$ cat src/rtl/scw_map.svh
// Operation
// - NMI request on falling edge when polarity bit is 0, rising when 1.
// - Host window bit 0 routes FFF0-FFF7 and FFFC-FFFF to byte timers.
// - Host window bit 1 routes those windows to host and keyboard registers.
// - RAM enable bit returns to 1 when reset is released.
// - On-chip RAM disabled while RAM enable is 0, enabled while 1.
// - Extra buffer bit 1 gives port A pins 7-4 bus-driving buffers.
// - Two-bit rate field in bits 6 and 5 joins clock select for rate.
// - Two-wire window bit 0 maps serial ports 1, 2 and 0 windows.
// - Two-wire window bit 1 maps two-wire channel one at FF88 windows.
// - Two-wire window bit 1 maps PWM converter at FFA0 windows.
// - Two-wire window bit 1 maps two-wire channel zero at FFD8 windows.
`ifndef SCW_MAP_SVH
`define SCW_MAP_SVH

// Register byte offsets
`define SCW_OFF_SYSCTRL     4'h0
`define SCW_OFF_STCTL       4'h4

// System control field positions
`define SCW_SYS_NMIPOL_BIT  2
`define SCW_SYS_HOSTWIN_BIT 1
`define SCW_SYS_RAMON_BIT   0

// Serial timer control field positions
`define SCW_ST_XBUF_BIT     7
`define SCW_ST_RATEHI_BIT   6
`define SCW_ST_RATELO_BIT   5
`define SCW_ST_TWWIN_BIT    4

// Reset values
`define SCW_RST_NMIPOL      1'b0
`define SCW_RST_HOSTWIN     1'b0
`define SCW_RST_RAMON       1'b1
`define SCW_RST_XBUF        1'b0
`define SCW_RST_RATE        2'h0
`define SCW_RST_TWWIN       1'b0

// CPU window bases, low 16 address bits
`define SCW_WIN_HOST_LO     16'hfff0
`define SCW_WIN_HOST_HI     16'hfffc
`define SCW_WIN_SER0        16'hffd8
`define SCW_WIN_SER1        16'hff88
`define SCW_WIN_SER2        16'hffa0
`define SCW_WIN_PAIR_GAP    16'h0006

// Bus responses
`define SCW_RESP_OKAY       2'h0
`define SCW_RESP_SLVERR     2'h2

`endif

$ cat src/rtl/scw_pkg.sv
package scw_pkg;
   typedef logic [7:0]  scw_byte_t;
   typedef logic [1:0]  scw_resp_t;
   typedef logic [15:0] scw_cpu_addr_t;
   typedef enum logic { SCW_RD_IDLE, SCW_RD_VALID } scw_rd_state_e;
endpackage : scw_pkg

$ cat src/rtl/scw_top.sv
// The register addresses and register access over AXI4-Lite were decided locally.
`timescale 1ns/1ps
`default_nettype none
`include "scw_map.svh"
module scw_top #(
   parameter int ADDR_W = 4                          // Register address width
) (
   input  wire logic                    aclk,        // 200 MHz clock
   input  wire logic                    aresetn,     // Sync reset, active low
   input  wire logic [ADDR_W-1:0]       awaddr,      // Write address
   input  wire logic [2:0]              awprot,      // Unused protection
   input  wire logic                    awvalid,     // Write address valid
   output logic                         awready,     // Write address ready
   input  wire logic [31:0]             wdata,       // Write data
   input  wire logic [3:0]              wstrb,       // Write strobes
   input  wire logic                    wvalid,      // Write data valid
   output logic                         wready,      // Write data ready
   output scw_pkg::scw_resp_t           bresp,       // Write response
   output logic                         bvalid,      // Write response valid
   input  wire logic                    bready,      // Write response ready
   input  wire logic [ADDR_W-1:0]       araddr,      // Read address
   input  wire logic [2:0]              arprot,      // Unused protection
   input  wire logic                    arvalid,     // Read address valid
   output logic                         arready,     // Read address ready
   output logic [31:0]                  rdata,       // Read data
   output scw_pkg::scw_resp_t           rresp,       // Read response
   output logic                         rvalid,      // Read data valid
   input  wire logic                    rready,      // Read data ready
   input  wire logic                    nmi_pin,     // NMI input
   output logic                         nmi_request, // NMI request pulse
   input  wire logic                    cpu_access,  // CPU access strobe
   input  wire scw_pkg::scw_cpu_addr_t  cpu_addr,    // CPU address low bits
   output logic                         sel_byte_timer, // Timer windows
   output logic                         sel_host_kbd,   // Host windows
   output logic [2:0]                   sel_serial,     // Serial ports 0,1,2
   output logic [2:0]                   sel_alt,        // Two-wire 0/1, PWM
   output logic                         ram_enable,     // On-chip RAM enable
   output logic [3:0]                   porta_bus_drive, // Port A 7-4 buffers
   input  wire logic [2:0]              twowire_clock_select, // Mode reg clocks
   output logic [4:0]                   twowire_rate_code     // Master rate code
);
   localparam logic [ADDR_W-1:0] SYS_ADDR = ADDR_W'(`SCW_OFF_SYSCTRL);
   localparam logic [ADDR_W-1:0] ST_ADDR  = ADDR_W'(`SCW_OFF_STCTL);

   // Control bits
   logic       nmi_edge_polarity_reg;
   logic       host_window_select_reg;
   logic       ram_on_reg;
   logic       extra_buffer_select_reg;
   logic [1:0] rate_select_reg;
   logic       twowire_window_select_reg;

   // Write channel state
   logic [ADDR_W-1:0]  aw_addr_reg;
   logic               aw_have_reg;
   logic               aw_have_next;
   scw_pkg::scw_byte_t w_data_reg;
   logic               w_lane_reg;
   logic               w_have_reg;
   logic               w_have_next;
   logic               bvalid_reg;
   logic               bvalid_next;
   scw_pkg::scw_resp_t bresp_reg;

   // Read channel state
   scw_pkg::scw_rd_state_e rd_state_reg;
   scw_pkg::scw_rd_state_e rd_state_next;
   logic [31:0]            rdata_reg;
   scw_pkg::scw_resp_t     rresp_reg;

   // Handshake and decode wires
   logic               aw_hs;
   logic               w_hs;
   logic               ar_hs;
   logic               wr_fire;
   logic               wr_sys;
   logic               wr_st;
   logic               wr_hit;
   logic               rd_sys;
   logic               rd_st;
   scw_pkg::scw_byte_t sys_val;
   scw_pkg::scw_byte_t st_val;
   scw_pkg::scw_byte_t rd_byte;

   // Channel handshakes
   assign awready = ~aw_have_reg & ~bvalid_reg;
   assign wready  = ~w_have_reg & ~bvalid_reg;
   assign aw_hs   = awvalid & awready;
   assign w_hs    = wvalid & wready;
   assign wr_fire = aw_have_reg & w_have_reg & ~bvalid_reg;
   assign arready = (rd_state_reg == scw_pkg::SCW_RD_IDLE);
   assign ar_hs   = arvalid & arready;

   // Write address decode
   assign wr_sys = (aw_addr_reg[ADDR_W-1:2] == SYS_ADDR[ADDR_W-1:2]);
   assign wr_st  = (aw_addr_reg[ADDR_W-1:2] == ST_ADDR[ADDR_W-1:2]);
   assign wr_hit = wr_sys | wr_st;

   // Read address decode
   assign rd_sys = (araddr[ADDR_W-1:2] == SYS_ADDR[ADDR_W-1:2]);
   assign rd_st  = (araddr[ADDR_W-1:2] == ST_ADDR[ADDR_W-1:2]);

   // Register images, unheld bits read zero
   assign sys_val = {5'h00, nmi_edge_polarity_reg, host_window_select_reg, ram_on_reg};
   assign st_val  = {extra_buffer_select_reg, rate_select_reg,
                     twowire_window_select_reg, 4'h0};
   assign rd_byte = rd_sys ? sys_val : (rd_st ? st_val : 8'h00);

   // Next-state terms
   assign aw_have_next  = aw_hs | (aw_have_reg & ~wr_fire);
   assign w_have_next   = w_hs | (w_have_reg & ~wr_fire);
   assign bvalid_next   = wr_fire | (bvalid_reg & ~bready);
   assign rd_state_next = ar_hs ? scw_pkg::SCW_RD_VALID :
                          ((rvalid && rready) ? scw_pkg::SCW_RD_IDLE : rd_state_reg);

   // Write channel capture
   always_ff @(posedge aclk) begin
      if (!aresetn) begin
         aw_addr_reg <= '0;
         aw_have_reg <= 1'b0;
         w_data_reg  <= 8'h00;
         w_lane_reg  <= 1'b0;
         w_have_reg  <= 1'b0;
         bvalid_reg  <= 1'b0;
         bresp_reg   <= `SCW_RESP_OKAY;
      end else begin
         if (aw_hs) begin
            aw_addr_reg <= awaddr;
         end
         if (w_hs) begin
            w_data_reg <= wdata[7:0];
            w_lane_reg <= wstrb[0];
         end
         aw_have_reg <= aw_have_next;
         w_have_reg  <= w_have_next;
         bvalid_reg  <= bvalid_next;
         if (wr_fire) begin
            bresp_reg <= wr_hit ? `SCW_RESP_OKAY : `SCW_RESP_SLVERR;
         end
      end
   end

   // System control bits
   always_ff @(posedge aclk) begin
      if (!aresetn) begin
         nmi_edge_polarity_reg  <= `SCW_RST_NMIPOL;
         host_window_select_reg <= `SCW_RST_HOSTWIN;
         ram_on_reg             <= `SCW_RST_RAMON;
      end else if (wr_fire && wr_sys && w_lane_reg) begin
         nmi_edge_polarity_reg  <= w_data_reg[`SCW_SYS_NMIPOL_BIT];
         host_window_select_reg <= w_data_reg[`SCW_SYS_HOSTWIN_BIT];
         ram_on_reg             <= w_data_reg[`SCW_SYS_RAMON_BIT];
      end
   end

   // Serial timer control bits
   always_ff @(posedge aclk) begin
      if (!aresetn) begin
         extra_buffer_select_reg   <= `SCW_RST_XBUF;
         rate_select_reg           <= `SCW_RST_RATE;
         twowire_window_select_reg <= `SCW_RST_TWWIN;
      end else if (wr_fire && wr_st && w_lane_reg) begin
         extra_buffer_select_reg   <= w_data_reg[`SCW_ST_XBUF_BIT];
         rate_select_reg           <= {w_data_reg[`SCW_ST_RATEHI_BIT],
                                       w_data_reg[`SCW_ST_RATELO_BIT]};
         twowire_window_select_reg <= w_data_reg[`SCW_ST_TWWIN_BIT];
      end
   end

   // Read channel
   always_ff @(posedge aclk) begin
      if (!aresetn) begin
         rd_state_reg <= scw_pkg::SCW_RD_IDLE;
         rdata_reg    <= 32'h0000_0000;
         rresp_reg    <= `SCW_RESP_OKAY;
      end else begin
         rd_state_reg <= rd_state_next;
         if (ar_hs) begin
            rdata_reg <= {24'h000000, rd_byte};
            rresp_reg <= (rd_sys | rd_st) ? `SCW_RESP_OKAY : `SCW_RESP_SLVERR;
         end
      end
   end

   // Bus outputs
   assign bvalid = bvalid_reg;
   assign bresp  = bresp_reg;
   assign rvalid = (rd_state_reg == scw_pkg::SCW_RD_VALID);
   assign rdata  = rdata_reg;
   assign rresp  = rresp_reg;

   // Function outputs
   assign ram_enable        = ram_on_reg;
   assign porta_bus_drive   = {4{extra_buffer_select_reg}};
   assign twowire_rate_code = {rate_select_reg, twowire_clock_select};

   // NMI edge detector
   scw_nmi_edge u_nmi (
      .aclk              (aclk),
      .aresetn           (aresetn),
      .nmi_pin           (nmi_pin),
      .nmi_edge_polarity (nmi_edge_polarity_reg),
      .nmi_request       (nmi_request)
   );

   // CPU window decoder
   scw_window_decode u_dec (
      .cpu_access         (cpu_access),
      .cpu_addr           (cpu_addr),
      .host_window_select (host_window_select_reg),
      .twowire_sel        (twowire_window_select_reg),
      .sel_byte_timer     (sel_byte_timer),
      .sel_host_kbd       (sel_host_kbd),
      .sel_serial         (sel_serial),
      .sel_alt            (sel_alt)
   );

   // Edge request follows selected polarity
   nmi_fall_a: assert property (
      @(posedge aclk) disable iff (!aresetn)
      ($past(aresetn) && !nmi_edge_polarity_reg && $fell(nmi_pin) &&
       $stable(nmi_edge_polarity_reg))
      |=> nmi_request)
      else $error("falling edge gave no request");

   nmi_rise_a: assert property (
      @(posedge aclk) disable iff (!aresetn)
      nmi_request |-> ($past(nmi_edge_polarity_reg) ?
                       ($past(nmi_pin) && !$past(nmi_pin, 2)) :
                       (!$past(nmi_pin) && $past(nmi_pin, 2))))
      else $error("request without matching edge");

   // Host windows
   timer_win_a: assert property (
      @(posedge aclk) disable iff (!aresetn)
      (cpu_access && cpu_addr == 16'hfff4 && !host_window_select_reg)
      |-> (sel_byte_timer && !sel_host_kbd))
      else $error("timer window not selected");

   host_win_a: assert property (
      @(posedge aclk) disable iff (!aresetn)
      (cpu_access && cpu_addr == 16'hfffe && host_window_select_reg)
      |-> (sel_host_kbd && !sel_byte_timer))
      else $error("host window not selected");

   // RAM enable after reset
   ram_reset_a: assert property (
      @(posedge aclk) $rose(aresetn) |-> ram_enable)
      else $error("RAM enable not set after reset");

   ram_write_a: assert property (
      @(posedge aclk) disable iff (!aresetn)
      (wr_fire && wr_sys && w_lane_reg)
      |=> (ram_enable == $past(w_data_reg[`SCW_SYS_RAMON_BIT])))
      else $error("RAM enable did not follow write");

   // RAM enable only moves on a system control write
   ram_hold_a: assert property (
      @(posedge aclk) disable iff (!aresetn)
      !(wr_fire && wr_sys && w_lane_reg) |=> $stable(ram_enable))
      else $error("RAM enable changed without write");

   buffer_write_a: assert property (
      @(posedge aclk) disable iff (!aresetn)
      (wr_fire && wr_st && w_lane_reg && w_data_reg[`SCW_ST_XBUF_BIT])
      |=> (porta_bus_drive == 4'hf))
      else $error("port A buffers not enabled");

   // Buffer and rate levels only move on a serial timer write
   buffer_hold_a: assert property (
      @(posedge aclk) disable iff (!aresetn)
      !(wr_fire && wr_st && w_lane_reg)
      |=> ($stable(porta_bus_drive) && $stable(twowire_rate_code[4:3])))
      else $error("buffer or rate bits changed without write");

   rate_write_a: assert property (
      @(posedge aclk) disable iff (!aresetn)
      (wr_fire && wr_st && w_lane_reg)
      |=> (twowire_rate_code[4:3] == $past(w_data_reg[6:5])))
      else $error("rate field did not follow write");

   serial_win_a: assert property (
      @(posedge aclk) disable iff (!aresetn)
      (cpu_access && cpu_addr == 16'hff8f && !twowire_window_select_reg)
      |-> (sel_serial == 3'h2 && sel_alt == 3'h0))
      else $error("serial port one window missed");

   tw_one_win_a: assert property (
      @(posedge aclk) disable iff (!aresetn)
      (cpu_access && cpu_addr == 16'hff88 && twowire_window_select_reg)
      |-> (sel_alt == 3'h2 && sel_serial == 3'h0))
      else $error("two-wire channel one window missed");

   pwm_win_a: assert property (
      @(posedge aclk) disable iff (!aresetn)
      (cpu_access && cpu_addr == 16'hffa6 && twowire_window_select_reg)
      |-> (sel_alt == 3'h4))
      else $error("PWM window missed");

   tw_zero_win_a: assert property (
      @(posedge aclk) disable iff (!aresetn)
      (cpu_access && cpu_addr == 16'hffd9 && twowire_window_select_reg)
      |-> (sel_alt == 3'h1))
      else $error("two-wire channel zero window missed");

   reset_clear_a: assert property (
      @(posedge aclk) !aresetn |=> (st_val == 8'h00 && sys_val == 8'h01))
      else $error("select bits not cleared by reset");
endmodule : scw_top
`default_nettype wire

$ cat src/rtl/scw_nmi_edge.sv
`timescale 1ns/1ps
`default_nettype none
module scw_nmi_edge (
   input  wire logic aclk,              // System clock
   input  wire logic aresetn,           // Sync reset, active low
   input  wire logic nmi_pin,           // NMI input level
   input  wire logic nmi_edge_polarity, // 0 falling, 1 rising
   output logic      nmi_request        // One-cycle request pulse
);
   logic nmi_prev_reg;
   logic nmi_request_reg;
   logic rise;
   logic fall;

   // Edge selection by polarity
   assign rise = nmi_pin & ~nmi_prev_reg;
   assign fall = ~nmi_pin & nmi_prev_reg;

   // Previous level and request pulse
   always_ff @(posedge aclk) begin
      if (!aresetn) begin
         nmi_prev_reg    <= 1'b0;
         nmi_request_reg <= 1'b0;
      end else begin
         nmi_prev_reg    <= nmi_pin;
         nmi_request_reg <= nmi_edge_polarity ? rise : fall;
      end
   end

   assign nmi_request = nmi_request_reg;
endmodule : scw_nmi_edge
`default_nettype wire

$ cat src/rtl/scw_window_decode.sv
`timescale 1ns/1ps
`default_nettype none
`include "scw_map.svh"
module scw_window_decode (
   input  wire logic                  cpu_access,        // CPU access strobe
   input  wire scw_pkg::scw_cpu_addr_t cpu_addr,         // Low 16 address bits
   input  wire logic                  host_window_select, // Host window bit
   input  wire logic                  twowire_sel,       // Two-wire window bit
   output logic                       sel_byte_timer,    // Timer and connection regs
   output logic                       sel_host_kbd,      // Host and keyboard regs
   output logic [2:0]                 sel_serial,        // Serial ports 0,1,2
   output logic [2:0]                 sel_alt            // Two-wire 0, two-wire 1, PWM
);
   localparam logic [15:0] BASES [3] = '{`SCW_WIN_SER0, `SCW_WIN_SER1, `SCW_WIN_SER2};
   logic host_hit;

   // Host windows FFF0-FFF7 and FFFC-FFFF
   assign host_hit = cpu_access &
                     ((cpu_addr[15:3] == `SCW_WIN_HOST_LO >> 3) ||
                      (cpu_addr[15:2] == `SCW_WIN_HOST_HI >> 2));
   assign sel_byte_timer = host_hit & ~host_window_select;
   assign sel_host_kbd   = host_hit & host_window_select;

   // Paired two-byte windows per serial slot
   genvar i;
   generate
      for (i = 0; i < 3; i = i + 1) begin : g_win
         logic [15:0] hi_base;
         logic        hit;
         assign hi_base = BASES[i] + `SCW_WIN_PAIR_GAP;
         assign hit = cpu_access &
                      ((cpu_addr[15:1] == BASES[i][15:1]) ||
                       (cpu_addr[15:1] == hi_base[15:1]));
         assign sel_serial[i] = hit & ~twowire_sel;
         assign sel_alt[i]    = hit & twowire_sel;
      end
   endgenerate
endmodule : scw_window_decode
`default_nettype wire

$ cat config.mk
export PLATFORM = sky130hd
export DESIGN_NAME = scw_top
export DESIGN_NICKNAME = d
export VERILOG_FILES = /design/src/rtl/scw_pkg.sv /design/src/rtl/scw_top.sv /design/src/rtl/scw_nmi_edge.sv /design/src/rtl/scw_window_decode.sv
export VERILOG_INCLUDE_DIRS = /design/src /design/src/rtl
export SDC_FILE = /design/constraint.sdc
export NUM_CORES = 1
export LEC_CHECK = 0
export BUFFER_PORTS_ARGS = -buffer_cell sky130_fd_sc_hd__buf_2
export CORE_MARGIN = 2
export CORE_UTILIZATION = 35
export DETAILED_ROUTE_END_ITERATION = 6
export PLACE_DENSITY = 0.71
export RECOVER_POWER = 100
export SETUP_SLACK_MARGIN = 0.4
export SYNTH_ARGS = -nofsm -noshare
export SYNTH_HDL_FRONTEND = slang
export SYNTH_HIERARCHICAL = 1
export SYNTH_SLANG_ARGS = --single-unit
$ cat constraint.sdc
create_clock -name aclk -period 2.4 [get_ports aclk]
set_clock_uncertainty 0.2 [all_clocks]
set_input_delay 0.24 -clock aclk [delete_from_list [all_inputs] [get_ports aclk]]
set_output_delay 0.24 -clock aclk [all_outputs]
set_load 0.01 [all_outputs]
==> results of run 1 <==
metal layers:
layer  wire length, microns  share of wire, %  vias to the layer above
met4                     30              0.94                        0
met5                      0                 0                        -
met2                   1512                47                       47
li1                       -                 -                      688
met1                   1422                45                      572
met3                    224               7.0                        5
cells in the mapped netlist (2+ instances only):
cell type   n  area (sq um)
inv_1       3         11.26
nor4_1      3         18.77
nor3_1      3         15.01
nand2_1    21         78.83
nand2b_1    3         18.77
a21oi_1     2         10.01
nor2b_1    22         137.6
nand4_1     2         12.51
clkbuf_1    4         15.01
a22oi_1     4         30.03
buf_4      35         262.8
mux2i_1    18         180.2
nand3_1     4         20.02
dfxtp_1    32         640.6
a21boi_0    5         37.54
nor2_1      6         22.52
logic make-up after synthesis:
kind of cell,after synthesis,share of synthesized area [%]
mux,18,10.45
simple gates,79,28.81
other cells,1,0.2175
xor+xnor,1,0.9437
compound gates,13,5.370
buf+inv,43,17.05
flops,32,37.16
cells in the final DEF, fill, tap and decap left out:
cell type,instances
buf_2,34
dfxtp_1,32
clkbuf_1,31
conb_1,27
nor2b_1,22
nand2_1,21
mux2i_1,18
clkbuf_8,7
nor2_1,6
a21boi_0,5
a22oi_1,4
nand3_1,4
inv_1,3
nand2b_1,3
nor4_1,3
nor3_1,3
nor3b_2,2
a21oi_1,2
nand4_1,2
nand3b_4,1
nor3_4,1
and4bb_2,1
or2b_1,1
nor4b_4,1
o211a_1,1
dlygate4sd3_1,1
buf_4,1
and4_4,1
and3_2,1
nand2_4,1
xnor2_2,1
and3_1,1
nand3_2,1
o21ai_0,1
and2_0,1
nand4bb_1,1
nand4b_1,1
what timing repair did:
item                                   4_1_cts  5_1_grt
endpoints found under the hold margin        1        0
hold buffers                                 1        0
resized for setup                            0        0
buffers inserted                             0        0
tightest hold or removal path, delay by kind of cell:
kind / cells / cell delay, ns
AO/OA/AOI/OAI: 1 / 0.09
AND/OR/NAND/NOR: 1 / 0.04
buffers and inverters: 1 / 0.07
stage by stage:
step	hold WS, ns	area, sq um	power, mW
4_1_cts	0.005710	2067	1.182
2_1_floorplan	0.1617	1822	0.7214
5_1_grt	0.02282	2028	1.227
3_5_place_dp	0.2535	1961	0.7394
6_report	0.01502	2028	1.164
3_3_place_gp	0.2458	1961	0.7368
how the worst min path moves through the flow:
stage | endpoint
detailed placement | host_window_select_reg
global placement | rate_select_reg[0]
floorplan | u_nmi/nmi_prev_reg
global route | rvalid
CTS | rvalid
finish | rvalid
cell type report:
type                    count  area [sq um]  area share (%)
clock buffers               7         96.34           4.750
well taps                  67         83.83           4.133
multi-input cells         138         892.1           43.99
repair buffers             67         304.0           14.99
flip-flops and latches     32         640.6           31.59
inverters                   3         11.26          0.5552
power breakdown:
| group | switching (mW) | internal, mW |
|---|---|---|
| combinational | 0.0841 | 0.0700 |
| sequential | 0.0197 | 0.552 |
| clock | 0.183 | 0.255 |
| total | 0.286 | 0.877 |
==> run summary, run 1 <==
Status = completed
Hold path start = rready
Final Max Tran Viols = 0
Area grow syn2layout = 17.63%
Placeable Area = 4723 sq um
RSZ-0062 raised after global routing = false
H-Tree Depth = 2
P per Cell Area = 573.7 nW/um^2
GRT Util Overall = 11.60%
Chip height = 74.19 microns
Final std cells w/o fill = 314
Die area = 5503 sq um
Min-delay worst type = input port to flop
Slew @ Worst Pin = 1.389 ns
Via Count = 1312
YS warnings = 6
Final min period = 1.640 ns
CP endpoint = sel_alt[0]
N_diodes = 0
WL/cell = 10.16 microns
Worst hold path stage count = 3
Count of antenna-violating nets left after detailed routing = 0
Synth Cell Area = 1724 sq um
Clock slew at the register clock pins of the worst setup and hold paths = 0.06 ns
Number of flops mapped to enable cells by yosys = 0
Layout cells sized above 1 = 21.46%
Final setup fails = 0
Sum Neg Setup Slack = 0 ns
Clk_lat worst skew = 0.27 ns
Gr ovfl total = 0
Stages on worst setup path = 3
Vias in the first global route = 1104
Crit-path leading delay family = flip-flops
Initial core utilization = 36.50%
Crit path cell chain = nand3_1, nor3_1, clkbuf_1
Met3 Usage GRT = 4.607%
Syn Inst Count = 187
Sequential share of the synthesized area = 37.16%
Max frequency = 609.6 MHz
Crit end category = primary output
CTS Buf Count = 5
Max VDD drop = 0.0003117 V
CP Buf/Inv Count = 1
Final Cycle Share = 68.35%
Starting DRT DRC Count = 53
Port bufs = 65
Placer Congestion = 0.7019
Mean area per synthesized cell = 9.220 sq um
Pin count of the biggest net entering global routing = 41
Main synth FF type = dfxtp_1
# IOs = 138
Fillers = 508
Initial antenna violation count = 0
Pre-CTS WS = 0.8715 ns
Cell total after placement = 306
Worst-path fanout max = 6
Critical Path RT = 1.96 ns
P_leak = 0.8444 nW
Grt met2 use = 18.35%
Clock Sinks = 32
Final hold vios = 0
Residual DRC count = 0
Hpwl dp = 2479 microns
DRT Pass-1 Iters = 4
Reg-to-Reg Start = bvalid
Root Driver = clkbuf_8
Critical path origin = twowire_window_select_reg
Rows = 25
Top Usage Layer GRT = met2
Final Core Density = 42.94%
Max stage delay on crit path = 0.42 ns
Max cap viols = 0
WP data arrival = 1.20 ns
First-pass GRT wire length = 4871 microns
Critical path type = flop to primary output
Maximum clock insertion buffer count = 2
Flop2flop setup slack = 0.90 ns
Total wire length = 3190 microns
Unique masters post-synth = 36
Register-to-Register Path Depth = 3
#FFs+latches synth = 32
Slowest-stage cell, CP = dfxtp_1
Critical R2R Capture = ram_enable
Met1 usage = 14.05%
Vias per cell = 4.178
Die width = 74.19 microns
Synth async-reset ratio = 0%
Fin worst setup slack = 0.7595 ns
Fin nets = 325
CP Launch Type = flop
CTS tree = yes
Worst slew margin = 7.408%
Note: power is estimated with default switching activity, not from simulation.
==> inputs of run 2 (changes only) <==
PLACE_DENSITY = 0.74   (was 0.71)
clock period = 1.5 ns   (was 2.4 ns; I/O delays follow)
==> run 2 against run 1 <==
Effect of this change:
- clock power increased by 52%
- register-to-register slack worse by 0.86 ns
- core utilization up 15 points
- setup slack worse by 0.72 ns
- routed wire length is 30% higher
- final cell count rose by 11%
- via count increased by 15%
- critical path depth increased by 2
- count of clock-buffer cells in the layout increased by 1
- non-clock buffer count grew 35
- cell area grew 34%
- critical path type is now flop to flop
==> run summary, run 2 (synthesis gave the netlist of run 1 again) <==
Status = completed
Via Count = 1514
Commonest non-fill, non-tap cell in the layout = buf_2
Rows = 25
RSZ-0062 raised after global routing = true
Final Cycle Share = 97.43%
Gr ovfl total = 0
H-Tree Depth = 2
Starting DRT DRC Count = 21
CTS tree = yes
Sum Neg Setup Slack = 0 ns
Critical Path RT = 1.47 ns
Max VDD drop = 0.0005692 V
Root Driver = clkbuf_8
CP Launch Type = flop
First-pass GRT wire length = 6037 microns
N_diodes = 0
Fin worst setup slack = 0.03854 ns
Count of antenna-violating nets left after detailed routing = 0
Crit end category = flop
Max frequency = 684.2 MHz
Fillers = 421
# IOs = 138
Clk_lat worst skew = 0.27 ns
Initial antenna violation count = 0
Min-delay worst type = input port to flop
Total wire length = 4161 microns
Area grow syn2layout = 58.13%
Residual DRC count = 0
Clock slew at the register clock pins of the worst setup and hold paths = 0.07 ns
Final std cells w/o fill = 350
Final min period = 1.461 ns
DRT Pass-1 Iters = 3
GRT Util Overall = 13.96%
Final Power = 1.971 mW
Final Max Tran Viols = 0
Max cap viols = 0
P_leak = 1.171 nW
Most frequent cells in the layout = 35 x buf_2, 27 x conb_1, 27 x buf_6
Port bufs = 65
Die width = 74.19 microns
FF/Latch Area = 668.1 sq um
Placeable Area = 4723 sq um
Worst-path fanout max = 9
WP data arrival = 1.43 ns
Maximum clock insertion buffer count = 2
Final hold vios = 0
Area taken by multi-input logic gates = 1065 sq um
Final setup fails = 0
Cell total after placement = 310
Pre-CTS WS = 0.04696 ns
Critical path type = flop to flop
Clock Sinks = 32
WL/cell = 11.89 microns
Vias per cell = 4.326
Initial core utilization = 36.50%
Hpwl dp = 2639 microns
Chip height = 74.19 microns
Pin count of the biggest net entering global routing = 29
Placer Congestion = 0.7092
P per Cell Area = 723.0 nW/um^2
Fin nets = 360
Vias in the first global route = 1482
Layout cells sized above 1 = 45.94%
Die area = 5503 sq um
CTS Buf Count = 5
## run 2: worst max-delay path, cell delays in order (launching register included)
cell and delay [ns]:
dfxtp_4 0.35, buf_4 0.13, nor3b_2 0.20, buf_6 0.19, mux2i_1 0.21, nor2b_1 0.07
## run 2: path summary, 6_finish.rpt
| path | slack (ns) | to | from | depth (start not counted) |
|---|---|---|---|---|
| setup / recovery | 0.04 | w_data_reg[5] | bvalid | 5 |
| hold / removal | 0.0008 | rdata[1] | araddr[2] | 4 |
| setup reg to reg | 0.04 | w_data_reg[5] | bvalid | 5 |
| hold reg to reg | 0.25 | rdata[1] | rdata[1] | 2 |
## run 2: where the power goes
part | internal (mW) | total, mW | switching, mW
registers | 0.878 | 0.909 | 0.0305
logic | 0.216 | 0.395 | 0.179
clock network | 0.374 | 0.667 | 0.294
total | 1.47 | 1.97 | 0.504
## run 2: metrics by stage
step	cell area [sq um]	utilization, %	hold slack (ns)
3_5_place_dp	2087	44.19	0.1001
6_report	2726	57.72	0.0008035
3_3_place_gp	2087	44.19	0.1001
5_1_grt	2726	57.72	0.02985
4_1_cts	2586	54.75	0.005802
2_1_floorplan	1928	-	0.07171
## run 2: final cells by class
type / count / area share [%]
timing repair buffer: 102 / 29.65
sequential: 32 / 24.51
multi-input combinational: 138 / 39.05
inverter: 3 / 0.4130
tap: 67 / 3.075
clock buffer: 8 / 3.304
## run 2: metal layers
layer  GRT usage [%]  routed length, microns  vias up
met2           27.98                    2236       63
met5               0                       0        -
met1           14.30                    1549      689
met3           2.846                     298        7
met4           4.242                      77        0
li1                -                       -      755
## run 2: timing repair
item                                   CTS  global route
hold buffers                            15             0
setup endpoints to repair               53            57
cloned                                   0             0
resized for setup                       47            35
pin swaps                               15            11
setup buffers                           11             6
endpoints found under the hold margin   15             0
==> inputs of run 3 (changes only) <==
REMOVE_ABC_BUFFERS = 1   (was default)
==> run 3 against run 2 <==
Effect of this change:
- die area unchanged
- final cell count fell by 2.0%
- global-route usage decreased by 0.10 points
- routed wire length decreased by 8.7%
- highest routed layer unchanged
- critical path depth is the same
==> run summary, run 3 (synthesis gave the netlist of run 1 again) <==
Status = completed
Internal = 1.655 mW
Sw frac = 23.40%
RSZ-0062 raised after global routing = true
CP Buf/Inv Count = 2
Combinational fraction of design power = 16.1%
Clock slew at the register clock pins of the worst setup and hold paths = 0.07 ns
H-Tree Depth = 2
CP Launch Type = flop
Fin nets = 353
Flop2flop setup slack = 0.04 ns
Hold path start = araddr[2]
Final Cycle Share = 97.62%
Crit-path leading delay family = buffers and inverters
Maximum clock insertion buffer count = 2
Final hold vios = 0
Chip height = 74.19 microns
CTS tree = yes
Gr ovfl total = 0
Register-to-Register Path Depth = 5
Commonest non-fill, non-tap cell in the layout = buf_2
Root Driver = clkbuf_8
Residual DRC count = 0
Net Sw Power = 505.4 uW
DRT Pass-1 Iters = 4
Via Count = 1476
Total wire length = 3799 microns
Max VDD drop = 0.0005192 V
Port bufs = 65
Critical R2R Capture = w_data_reg[2]
P_leak = 1.115 nW
GRT Util Overall = 13.86%
WP data arrival = 1.44 ns
Crit end category = flop
Count of antenna-violating nets left after detailed routing = 0
Critical Path RT = 1.48 ns
Min-delay worst type = input port to flop
Vias in the first global route = 1379
Worst hold path stage count = 4
Sum Neg Setup Slack = 0 ns
Final Max Tran Viols = 0
FF/Latch Area = 659.4 sq um
Worst-path fanout max = 7
Starting DRT DRC Count = 39
Hpwl dp = 2553 microns
Reg-to-Reg Start = bvalid
Die area = 5503 sq um
Seq pwr share = 42.2%
Vias per cell = 4.303
Layout cells sized above 1 = 41.30%
Critical path type = flop to flop
Hold endpoint = rdata[2]
Most frequent cells in the layout = 41 x buf_2, 27 x conb_1, 23 x dfxtp_1, 21 x nor2b_1, 21 x nand2_1
Crit path cell chain = buf_12, nor3b_4, clkbuf_4, mux2i_1, nor2b_1
Max stage delay on crit path = 0.34 ns
Post-DP Area = 2011 sq um
# IOs = 138
Area taken by multi-input logic gates = 983.4 sq um
Placer Congestion = 0.7060
Final Instance Area = 2560 sq um
Clock Sinks = 32
CTS Buf Count = 5
Slowest-stage cell, CP = dfxtp_2
Area grow syn2layout = 48.48%
P per Cell Area = 843.8 nW/um^2
Die width = 74.19 microns
N_diodes = 0
First-pass GRT wire length = 5830 microns
Clk_lat worst skew = 0.28 ns
Final min period = 1.464 ns
Fillers = 439
Rows = 25
Max frequency = 682.9 MHz
Clock Power Share = 41.6%
WL/cell = 11.08 microns
Initial antenna violation count = 0
Initial core utilization = 36.50%
Final setup fails = 0
Placeable Area = 4723 sq um
Pin count of the biggest net entering global routing = 31
Max cap viols = 0
-- run 3: cell count changes in the layout (fill, tap and decap cells not counted), moves of 3 or more --
cell,delta
nor2_2,+3
nor4_4,-3
buf_2,+6
dfxtp_1,+3
buf_4,-7
buf_6,-10
nor4_2,+3
-- run 3: worst max-delay path by stage --
stage                            from  slack, ns            end  depth (start not counted)
4_1_cts        host_window_select_reg       0.04   sel_host_kbd                          3
2_1_floorplan                  bvalid      -0.53  w_data_reg[0]                          3
3_5_place_dp               w_have_reg       0.04  w_data_reg[2]                          5
6_report                       bvalid       0.04  w_data_reg[2]                          5
3_3_place_gp               w_have_reg       0.07  w_data_reg[0]                          5
5_1_grt        host_window_select_reg      -0.02   sel_host_kbd                          3
-- run 3: tightest hold or removal path, cell delays in order --
cell and delay, ns:
buf_2 0.09, nor2_1 0.06, nand3_1 0.08, a21boi_1 0.05
-- run 3: routing by layer --
metal	wire [microns]	GRT usage, %	share of wire (%)
met1	1607	15.73	42
met2	1952	24.70	51
met3	208	4.472	5.5
met4	31	4.242	0.82
met5	0	0	0
-- run 3: final cells by class --
cell class	instances	area share, %
Tap cell	67	3.275
Clock buffer	7	3.763
Inverter	3	0.4399
Multi-Input combinational cell	138	38.42
Sequential cell	32	25.76
Timing Repair Buffer	95	27.17
Clock inverter	1	1.173
-- run 3: repair_timing --
item | 4_1_cts | 5_1_grt
setup endpoints to repair | 52 | 57
gates cloned | 0 | 1
hold buffers | 15 | 0
pin swaps | 11 | 6
gates resized for setup | 43 | 38
buffers inserted | 6 | 2
endpoints found under the hold margin | 15 | 0
-- run 3: power groups by stage --
stage	Clock, mW	Combinational, mW	Sequential, mW
finish	0.899	0.348	0.913
global route	0.969	0.385	0.916
CTS	0.924	0.325	0.910
detailed placement	0	0.267	0.930
global placement	0	0.263	0.928
floorplan	0	0.149	0.931
-- run 3: per-stage QoR --
step	power (mW)	instances	hold slack (ns)	util, %	setup slack, ns
global route	2.270	343	0.01570	54.20	-0.01688
detailed placement	1.197	311	0.1001	42.57	0.04008
finish	2.160	343	0.004256	54.20	0.03563
global placement	1.191	311	0.1001	42.57	0.06669
CTS	2.160	340	0.0004954	52.45	0.04351
floorplan	1.080	173	0.07171	-	-0.5324
